## config.mk

```make
export PLATFORM = sky130hd
export DESIGN_NAME = bfs_supervisor
export DESIGN_NICKNAME = d
export VERILOG_FILES = /design/src/bfs_pkg.sv /design/src/bfs_supervisor.sv
export SDC_FILE = /design/constraint.sdc
export NUM_CORES = 1
export LEC_CHECK = 0
export ABC_CLOCK_PERIOD_IN_PS = 5300
export BUFFER_PORTS_ARGS = -buffer_cell sky130_fd_sc_hd__buf_2
export CAP_MARGIN = 25
export CORE_MARGIN = 3
export CORE_UTILIZATION = 45
export CTS_BUF_LIST = sky130_fd_sc_hd__clkbuf_8
export DETAILED_ROUTE_END_ITERATION = 12
export PLACE_DENSITY = 0.66
export RECOVER_POWER = 25
export REMOVE_ABC_BUFFERS = 1
export SLEW_MARGIN = 20
export SYNTH_ARGS = -nofsm -noshare
export SYNTH_HDL_FRONTEND = slang
export SYNTH_SLANG_ARGS = --single-unit
```

## constraint.sdc

```tcl
create_clock -name ref_clk -period 5.3 [get_ports ref_clk]
set_input_delay 0.265 -clock ref_clk [delete_from_list [all_inputs] [get_ports ref_clk]]
set_output_delay 0.265 -clock ref_clk [all_outputs]
set_load 0.02 [all_outputs]
```

## src/bfs_pkg.sv

```systemverilog
// constants and types shared by the breaker failure supervisor
// Functional notes
// - supervision timer halts as soon as breaker opening is detected
// - opening detected by current, position, or both, per selected scheme
// - opening detected while a trigger is still active enters rejected
// - rejected holds for as long as any trigger stays asserted
// - all triggers released returns the block to stand-by from rejected or tripped
// - lock output asserts in the same cycle as the backup trip
// - lock stays latched until operator acknowledge clears it
// - trigger select field picks the trip-command group used as trigger
// - three auxiliary trigger inputs can always start the supervision
// - all-commands selection: any assigned trip command starts supervision
// - external selection: only external assigned trips start supervision
// - current selection: only current-based assigned trips start supervision
// - no-assignment selection: only auxiliary inputs start supervision
// - low current with breaker off produces no pickup
// - trip delay equals supervision time from trigger to trip
// - timer keeps running after trigger drops; expiry issues backup trip
// - current scheme: failure if current not below threshold in time
// - position scheme: failure if indicators do not show open in time
// - off-nominal frequency blocks current scheme; combined acts as position
package bfs_pkg;
  // =====================================================
  // trigger selection codes
  localparam logic [1:0] BFS_TRIG_ALL  = 2'h0;
  localparam logic [1:0] BFS_TRIG_EXT  = 2'h1;
  localparam logic [1:0] BFS_TRIG_CUR  = 2'h2;
  localparam logic [1:0] BFS_TRIG_NONE = 2'h3;
  // =====================================================
  // supervision scheme codes
  localparam logic [1:0] BFS_SCH_CURRENT  = 2'h0;
  localparam logic [1:0] BFS_SCH_POSITION = 2'h1;
  localparam logic [1:0] BFS_SCH_COMBINED = 2'h2;
  // =====================================================
  // timer
  localparam int        BFS_TMR_W    = 24;
  localparam int        BFS_CLK_MHZ  = 100;
  localparam int        BFS_TICK_NS  = 1000;
  localparam int        BFS_TICK_CYC = BFS_TICK_NS * BFS_CLK_MHZ / 1000;
  localparam logic [BFS_TMR_W-1:0] BFS_TMR_RST = 24'h000000;
  // =====================================================
  // states
  typedef enum logic [1:0] {
    BFS_STANDBY  = 2'b00,
    BFS_RUNNING  = 2'b01,
    BFS_REJECTED = 2'b10,
    BFS_TRIPPED  = 2'b11
  } bfs_state_t;
endpackage

```

## src/bfs_supervisor.sv

```systemverilog
// breaker failure supervisor: trigger select, timer, trip and lock
`timescale 1ns/1ps
module bfs_supervisor
  import bfs_pkg::*;
#(
  parameter int TICK_CYC = BFS_TICK_CYC
) (
  // clock and reset
  input  wire logic                 ref_clk,
  input  wire logic                 arst_n,
  // configuration, held static
  input  wire logic [1:0]           trig_sel,
  input  wire logic [1:0]           scheme_sel,
  input  wire logic [BFS_TMR_W-1:0] failure_supervision_time,
  // trip manager inputs (asynchronous)
  input  wire logic                 external_assigned_trips,
  input  wire logic                 current_based_trips,
  input  wire logic                 other_assigned_trips,
  input  wire logic                 aux_trigger_input_a,
  input  wire logic                 aux_trigger_input_b,
  input  wire logic                 aux_trigger_input_c,
  // breaker status inputs (asynchronous)
  input  wire logic                 current_above_thr,
  input  wire logic                 pos_open,
  input  wire logic                 freq_off_nominal,
  input  wire logic                 lock_ack,
  // outputs
  output logic                      backup_trip,
  output logic                      lock_out,
  output logic [1:0]                state_out
);

  // =====================================================
  // two-stage synchronisers for every asynchronous input
  localparam int NSYNC = 10;
  logic [NSYNC-1:0] s1_q, s2_q, s1_d, s2_d;
  always_comb begin
    s1_d = {external_assigned_trips, current_based_trips,
            other_assigned_trips, aux_trigger_input_a,
            aux_trigger_input_b, aux_trigger_input_c,
            current_above_thr, pos_open, freq_off_nominal, lock_ack};
    s2_d = s1_q;
  end
  always_ff @(posedge ref_clk or negedge arst_n) begin
    if (!arst_n) begin
      s1_q <= '0;
      s2_q <= '0;
    end else begin
      s1_q <= s1_d;
      s2_q <= s2_d;
    end
  end
  logic ext_s, cur_s, oth_s, aa_s, ab_s, ac_s, ithr_s, open_s, foff_s;
  logic ack_s;
  assign {ext_s, cur_s, oth_s, aa_s, ab_s, ac_s,
          ithr_s, open_s, foff_s, ack_s} = s2_q;

  // =====================================================
  // trigger selection
  logic group_trig, trig_any;
  always_comb begin
    case (trig_sel)
      BFS_TRIG_ALL:  group_trig = ext_s | cur_s | oth_s;
      BFS_TRIG_EXT:  group_trig = ext_s;
      BFS_TRIG_CUR:  group_trig = cur_s;
      BFS_TRIG_NONE: group_trig = 1'b0;
      default:       group_trig = 1'b0;
    endcase
    trig_any = group_trig | aa_s | ab_s | ac_s;
  end

  // =====================================================
  // opening detection; combined needs both, off-frequency drops current
  logic opened;
  always_comb begin
    case (scheme_sel)
      BFS_SCH_CURRENT:  opened = !ithr_s && !foff_s;
      BFS_SCH_POSITION: opened = open_s;
      BFS_SCH_COMBINED: opened = foff_s ? open_s
                                        : (open_s && !ithr_s);
      default:          opened = open_s;
    endcase
  end
  // no pickup when current is low and breaker already off
  logic pickup;
  assign pickup = trig_any && !(!ithr_s && open_s);

  // =====================================================
  // prescaler tick, microsecond resolution keeps timer narrow
  logic [15:0] pre_q, pre_d;
  logic        tick;
  assign tick = (pre_q == 16'(TICK_CYC - 1));

  // =====================================================
  // state, timer, lock
  bfs_state_t            st_q, st_d;
  logic [BFS_TMR_W-1:0]  tmr_q, tmr_d;
  logic                  trip_q, trip_d, lock_q, lock_d;
  logic                  expire;
  assign expire = tick && (tmr_q + 24'h000001 >= failure_supervision_time);

  always_comb begin
    st_d   = st_q;
    tmr_d  = tmr_q;
    pre_d  = tick ? 16'h0000 : pre_q + 16'h0001;
    trip_d = 1'b0;
    lock_d = lock_q;
    case (st_q)
      BFS_STANDBY: begin
        pre_d = 16'h0000;
        tmr_d = BFS_TMR_RST;
        if (pickup) begin
          st_d = BFS_RUNNING;
        end
      end
      BFS_RUNNING: begin
        // trigger may drop, timer runs on
        if (opened) begin
          st_d = trig_any ? BFS_REJECTED : BFS_STANDBY;
        end else if (expire) begin
          st_d   = BFS_TRIPPED;
          trip_d = 1'b1;
        end else if (tick) begin
          tmr_d = tmr_q + 24'h000001;
        end
      end
      BFS_REJECTED: begin
        if (!trig_any) begin
          st_d = BFS_STANDBY;
        end
      end
      BFS_TRIPPED: begin
        trip_d = trig_any;
        if (!trig_any) begin
          st_d = BFS_STANDBY;
        end
      end
      default: st_d = BFS_STANDBY;
    endcase
    // set wins over acknowledge
    if (trip_d) begin
      lock_d = 1'b1;
    end else if (ack_s) begin
      lock_d = 1'b0;
    end
  end

  always_ff @(posedge ref_clk or negedge arst_n) begin
    if (!arst_n) begin
      st_q   <= BFS_STANDBY;
      tmr_q  <= BFS_TMR_RST;
      pre_q  <= 16'h0000;
      trip_q <= 1'b0;
      lock_q <= 1'b0;
    end else begin
      st_q   <= st_d;
      tmr_q  <= tmr_d;
      pre_q  <= pre_d;
      trip_q <= trip_d;
      lock_q <= lock_d;
    end
  end

  assign backup_trip = trip_q;
  assign lock_out    = lock_q;
  assign state_out   = st_q;

  // =====================================================
  // assertions
  trip_lock_a: assert property (
    @(posedge ref_clk) disable iff (!arst_n)
    backup_trip |-> lock_out)
    else $error("trip without lock");
  // the clear acts one edge after the synced acknowledge
  lock_hold_a: assert property (
    @(posedge ref_clk) disable iff (!arst_n)
    (lock_out && !ack_s) |=> lock_out)
    else $error("lock dropped without ack");
  halt_open_a: assert property (
    @(posedge ref_clk) disable iff (!arst_n)
    (st_q == BFS_RUNNING && opened) |=> !backup_trip)
    else $error("trip after opening");
  rej_enter_a: assert property (
    @(posedge ref_clk) disable iff (!arst_n)
    (st_q == BFS_RUNNING && opened && trig_any) |=> st_q == BFS_REJECTED)
    else $error("no rejected entry");
  rej_hold_a: assert property (
    @(posedge ref_clk) disable iff (!arst_n)
    (st_q == BFS_REJECTED && trig_any) |=> st_q == BFS_REJECTED)
    else $error("rejected left early");
  standby_ret_a: assert property (
    @(posedge ref_clk) disable iff (!arst_n)
    (st_q inside {BFS_REJECTED, BFS_TRIPPED} && !trig_any)
      |=> st_q == BFS_STANDBY)
    else $error("no return to standby");
  none_sel_a: assert property (
    @(posedge ref_clk) disable iff (!arst_n)
    (st_q == BFS_STANDBY && trig_sel == BFS_TRIG_NONE
      && !aa_s && !ab_s && !ac_s) |=> st_q == BFS_STANDBY)
    else $error("group started in none mode");
  no_pickup_a: assert property (
    @(posedge ref_clk) disable iff (!arst_n)
    (st_q == BFS_STANDBY && !ithr_s && open_s) |=> st_q == BFS_STANDBY)
    else $error("pickup with breaker off");
  // trigger drop alone must never stop a running timer
  keep_run_a: assert property (
    @(posedge ref_clk) disable iff (!arst_n)
    (st_q == BFS_RUNNING && !opened && !expire) |=> st_q == BFS_RUNNING)
    else $error("timer stopped by trigger drop");
  cur_block_a: assert property (
    @(posedge ref_clk) disable iff (!arst_n)
    (scheme_sel == BFS_SCH_CURRENT && foff_s) |-> !opened)
    else $error("current scheme not blocked");
  // cover points for the main scenarios
  cv_trip_c: cover property (@(posedge ref_clk) disable iff (!arst_n)
    $rose(backup_trip));
  cv_rej_c: cover property (@(posedge ref_clk) disable iff (!arst_n)
    st_q == BFS_REJECTED);
  cv_ack_c: cover property (@(posedge ref_clk) disable iff (!arst_n)
    $fell(lock_out));
  // trip issued after the trigger has already dropped
  cv_late_c: cover property (@(posedge ref_clk) disable iff (!arst_n)
    $rose(backup_trip) && !trig_any);
  cv_blk_c: cover property (@(posedge ref_clk) disable iff (!arst_n)
    scheme_sel == BFS_SCH_CURRENT && foff_s && st_q == BFS_TRIPPED);
endmodule

```

== Word-level counts from Yosys, hierarchy flattened ==
Index checks and enable logic that the tools add are counted.

* Input port bits: 40
* Register bits after elaboration: 64
* Output and inout bits: 4

* Reductions and logical operators: 15
* $add $sub $neg: 2
* Eq/ne operators: 14
* Bitwise operators: 5
* $lt $le $gt $ge: 1
* Mux-type cells: 20

{| class="wikitable"
|+ Operators by type and width
! operator !! number
|-
| $mux W24 || 3
|-
| $pmux W24 S2 || 1
|-
| $mux W16 || 2
|-
| $add A24 B1 Y24 const B || 1
|-
| $ge A24 B24 Y1 || 1
|-
| $add A16 B1 Y16 const B || 1
|-
| $eq A16 B7 Y1 const B || 1
|-
| $eq A2 B2 Y1 const B || 5
|-
| $mux W2 || 5
|-
| $ne A2 B2 Y1 const B || 5
|-
| $logic_not A2 Y1 || 3
|-
| $pmux W2 S3 || 1
|-
| $mux W1 || 5
|-
| $or A1 B1 Y1 || 5
|-
| $eq A2 B1 Y1 const B || 2
|-
| $logic_and A1 B1 Y1 || 4
|-
| $pmux W1 S2 || 2
|-
| $pmux W1 S4 || 1
|-
| $reduce_and A4 Y1 || 1
|-
| $reduce_bool A2 Y1 || 2
|-
| $logic_not A1 Y1 || 3
|-
| $ne A3 B3 Y1 const B || 1
|-
| $reduce_and A3 Y1 || 1
|-
| $reduce_or A2 Y1 || 1
|}

== Logic depth before layout (Yosys ltp) ==
* Depth after elaboration: 9
* Depth in mapped cells: 16
* Mapped depth without buffers: 14

== Worst setup path before layout ==
OpenSTA, ideal clock, no wires.

* Path type: register to register
* Start point: register tmr_q[0]
* End point: register tmr_q[2]
* Path slack: 1601 ps
* Cell stages (with the launch flop): 16
* Arrival: 3578 ps
* Data required time: 5179 ps
* Path buffers: 1
* Cell sequence: dfrtp_1 ha_1 nand3_1 or2_2 or3_1 nor2_1 xor2_1 ha_1 nand4_1 nor3_1 nand2_1 nor4_2 buf_2 nor4_1 xor2_1 a22o_1

* Cells in the longest elaborated chain, start to end: 5
* Elaborated cells between the ends (all ways): 9
* Classes of those cells: add/sub: 1; order compare: 1; eq/ne: 1; mux: 4; reduce/logical: 2

{| class="wikitable"
|+ RTL lines
! what !! line !! source
|-
| start, declared || bfs_supervisor.sv:97 || <nowiki>logic [BFS_TMR_W-1:0] tmr_q, tmr_d;</nowiki>
|-
| start signal, assigned || bfs_supervisor.sv:157 || <nowiki>tmr_q <= tmr_d;</nowiki>
|-
| $add A24 B1 Y24 (*) || bfs_supervisor.sv:100, bfs_supervisor.sv:124 ||
|-
| $ge A24 B24 Y1 / $mux W24 (equally long branches) || bfs_supervisor.sv:100, bfs_supervisor.sv:123 ||
|-
| $logic_and A1 B1 Y1 / $mux W24 (equally long branches) || bfs_supervisor.sv:100, bfs_supervisor.sv:120 ||
|-
| $ne A2 B2 Y1 (no line) / $mux W24 (equally long branches) || n/a ||
|-
| $reduce_and A4 Y1 (no line) / $pmux W24 S2 (equally long branches) || n/a ||
|}

Mark *: on every way between the ends. The rest lies on a longest branch, timed or not. The select of a mux whose other input is x is not followed.
A chain may end at the register's enable or synchronous reset.

== Worst setup path after layout ==
* Start point: register tmr_q[0]
* End point: register tmr_q[23]

The elaborated chain is that of the path after synthesis.

==> results.cfg <==
[pwr]
irDropWorstVdd_mv = 0.213
power.density_nw_per_um2 = 291
power_mw = 1.27
p_leak_nw = 2.18

[sta]
relSlewSlack_pct = -126
skew_ns = 0.0132
rsz0062_at_grt = false
setup_viol = 0
fmax_mhz = 234
finalCritPeriodShare_pct = 80.5
slew_violations = 65
hold-worst-slack_ns = 0.0153
hold_viol = 0
tns_ns = 0
min_period_ns = 4.27
fin_ws_ns = 1.03
tightest_slew_ns = 3.39

[yosys]
ys_warn_count = 0
syn_area_um2 = 3810
yosysSeqAreaShare_pct = 42.1
syn_area_per_cell_um2 = 9.61
synthArstFlopShare_pct = 100
synthFlopType = dfrtp_1
synth-edff-count = 0
ys_ff_latch = 64
synthCells = 396
synth.distinct_cells = 43

[die]
rows = 32
fp.coreArea_um2 = 7970
start_util_pct = 47.8
die_w_um = 98.0
num_io_pins = 44
fp.dieH_um = 98.0
dieArea_um2 = 9600

[placement]
io_buffers = 43
place_area_um2 = 4120
gp_congestion = 0.799
preCtsSetupSlack_ns = 1.01
place_inst = 526
place_hpwl_um = 5170

[cts]
cts_buffers = 9
cts_resized = 0
clk_path_buf_depth = 2
clockRootBuffer = clkbuf_8
clk_latency_ns = 0.36
clkSlewWorstSetupHoldPaths_ns = 0.08
cts.sinks = 64
cts_tree = built
cts_setup_buffers = 0
h-tree-depth = 3

[worst_setup_path]
crit_type = reg -> reg
ff2ff_setup_slack_ns = 1.03
cp_slowest_cell = nor4_4
crit_chain = ha_1, nand3_1, or2_2, or3_1, nor2_1, xor2_1, ha_1, nand4_1, nor3_1, nand2_1, nor4_4, buf_4, nor4_2, xor2_1, a22o_1
critPathMaxFanout = 11
cpPeakStageDelay_ns = 0.61
cp-end-kind = flop
worstReg2RegEnd = tmr_q[23]$_DFFE_PN0P_
ff2ff_path_depth = 15
start_kind = flop
r2r_start = tmr_q[0]$_DFFE_PN0P_
cp.required_ns = 5.55
cp.arrival_ns = 4.52

[global_route]
antenna_found_initial = 0
grt_pass1_wl_um = 13500
grt-ovfl-total = 0
grt_pass1_vias = 3021
grtUsageTotal_pct = 17.1
grt_max_degree = 65

[route]
routedWlPerCell_um = 14.1
ant_nets = 0
drt_iter0_drc = 141
firstDrtPassIters = 4
viasPerCell = 5.40
dr_total_vias = 2951
drc = 0
wl_um = 7690

[cells_and_area]
final_util_pct = 55.0
stdcell_count = 546
final_common_cell = dfrtp_1
areaGrowthSynthToFinish_pct = 15.2
final_cell_area_um2 = 4380
final_cell_mix = dfrtp_1, buf_2, xor2_1
drive_gt1_share_pct = 17.8
antenna_cells = 0
final_nets = 505

[status]
violations = capacitance limit, slew limit
status = complete, but fails checks

[worst_hold_path]
hold_path_class = in -> reg
hold_end = s1_q[8]$_DFF_PN0_
holdPathStages = 1
worstHoldStart = current_based_trips

[flow_run]
max_cap_viol_count = 1
logic make-up after synthesis:
kind of cell / count (synthesis) / synth area share (%)
AO/OA/AOI/OAI: 56 / 10.7
XOR/XNOR: 58 / 13.3
adder cells (fa/ha/maj): 26 / 8.55
buffers and inverters: 51 / 5.19
flip-flops: 64 / 42.1
AND/OR/NAND/NOR: 141 / 20.2
how the worst max path moves through the flow:
stage                               from               endpoint  slack [ns]  cells past startpoint
floorplan           tmr_q[0]$_DFFE_PN0P_  tmr_q[19]$_DFFE_PN0P_        0.63                     14
global placement    tmr_q[0]$_DFFE_PN0P_  tmr_q[18]$_DFFE_PN0P_        1.16                     15
detailed placement  tmr_q[0]$_DFFE_PN0P_  tmr_q[23]$_DFFE_PN0P_        1.01                     15
CTS                 tmr_q[0]$_DFFE_PN0P_  tmr_q[23]$_DFFE_PN0P_         1.0                     15
global route        tmr_q[0]$_DFFE_PN0P_  tmr_q[18]$_DFFE_PN0P_        0.68                     15
finish              tmr_q[0]$_DFFE_PN0P_  tmr_q[23]$_DFFE_PN0P_        1.03                     15
per-layer routing:
| layer | vias to the layer above | track usage (%) | share of wire (%) |
|---|---|---|---|
| li1 | 1460 | - | - |
| met1 | 1411 | 21.8 | 46 |
| met3 | 16 | 4.50 | 4.4 |
| met2 | 64 | 28.3 | 48 |
| met5 | - | 0 | 0 |
| met4 | 0 | 5.43 | 1.8 |
registers in the layout, summed over array words and instances (netlist names):
signal       cells
backup_trip      1
state_out        2
s2_q            10
lock_out         1
tmr_q           24
pre_q           16
s1_q            10
Yosys cell counts (all sizes together), types with 3 or more instances:
cell type / count / area, um^2
nand2: 30 / 113
buf: 3 / 15.0
and3: 7 / 43.8
nor4: 22 / 175
nor3: 8 / 50.1
or2: 4 / 25.0
xor2: 34 / 298
nand4: 7 / 43.8
inv: 30 / 113
nand3: 17 / 85.1
ha: 26 / 325
xnor2: 24 / 210
a22o: 23 / 201
nor2b: 3 / 18.8
o21ai: 7 / 35.0
dfrtp: 64 / 1600
nor2: 32 / 120
clkbuf: 18 / 70.1
a21oi: 12 / 60.1
final cells by class:
| class | count | area, um^2 |
|---|---|---|
| fill | 733 | 3580 |
| multi-input combinational | 281 | 2020 |
| sequential | 64 | 1600 |
| timing repair buffer | 53 | 297 |
| tap | 102 | 128 |
| clock buffer | 9 | 124 |
| inverter | 30 | 113 |
| clock inverter | 7 | 103 |
where the power goes:
group	switching (mW)	internal, mW
Sequential	0.0283	0.528
Clock	0.214	0.269
Combinational	0.158	0.0774
critical path: cells and delay by family, from the launching register on:
family	cells	cell delay (ns)
buffers and inverters	1	0.29
DFF	1	0.45
and+or+nand+nor	9	2.43
adders and majority gates	2	0.56
xor gates and xnor gates	2	0.25
AOI/OAI and AO/OA	1	0.20
what timing repair did:
| item | 4_1_cts | 5_1_grt |
|---|---|---|
| hold buffers | 1 | 3 |
| setup endpoints to repair | 0 | 0 |
| endpoints found under the hold margin | 1 | 3 |
(Power assumes the default switching activity.)
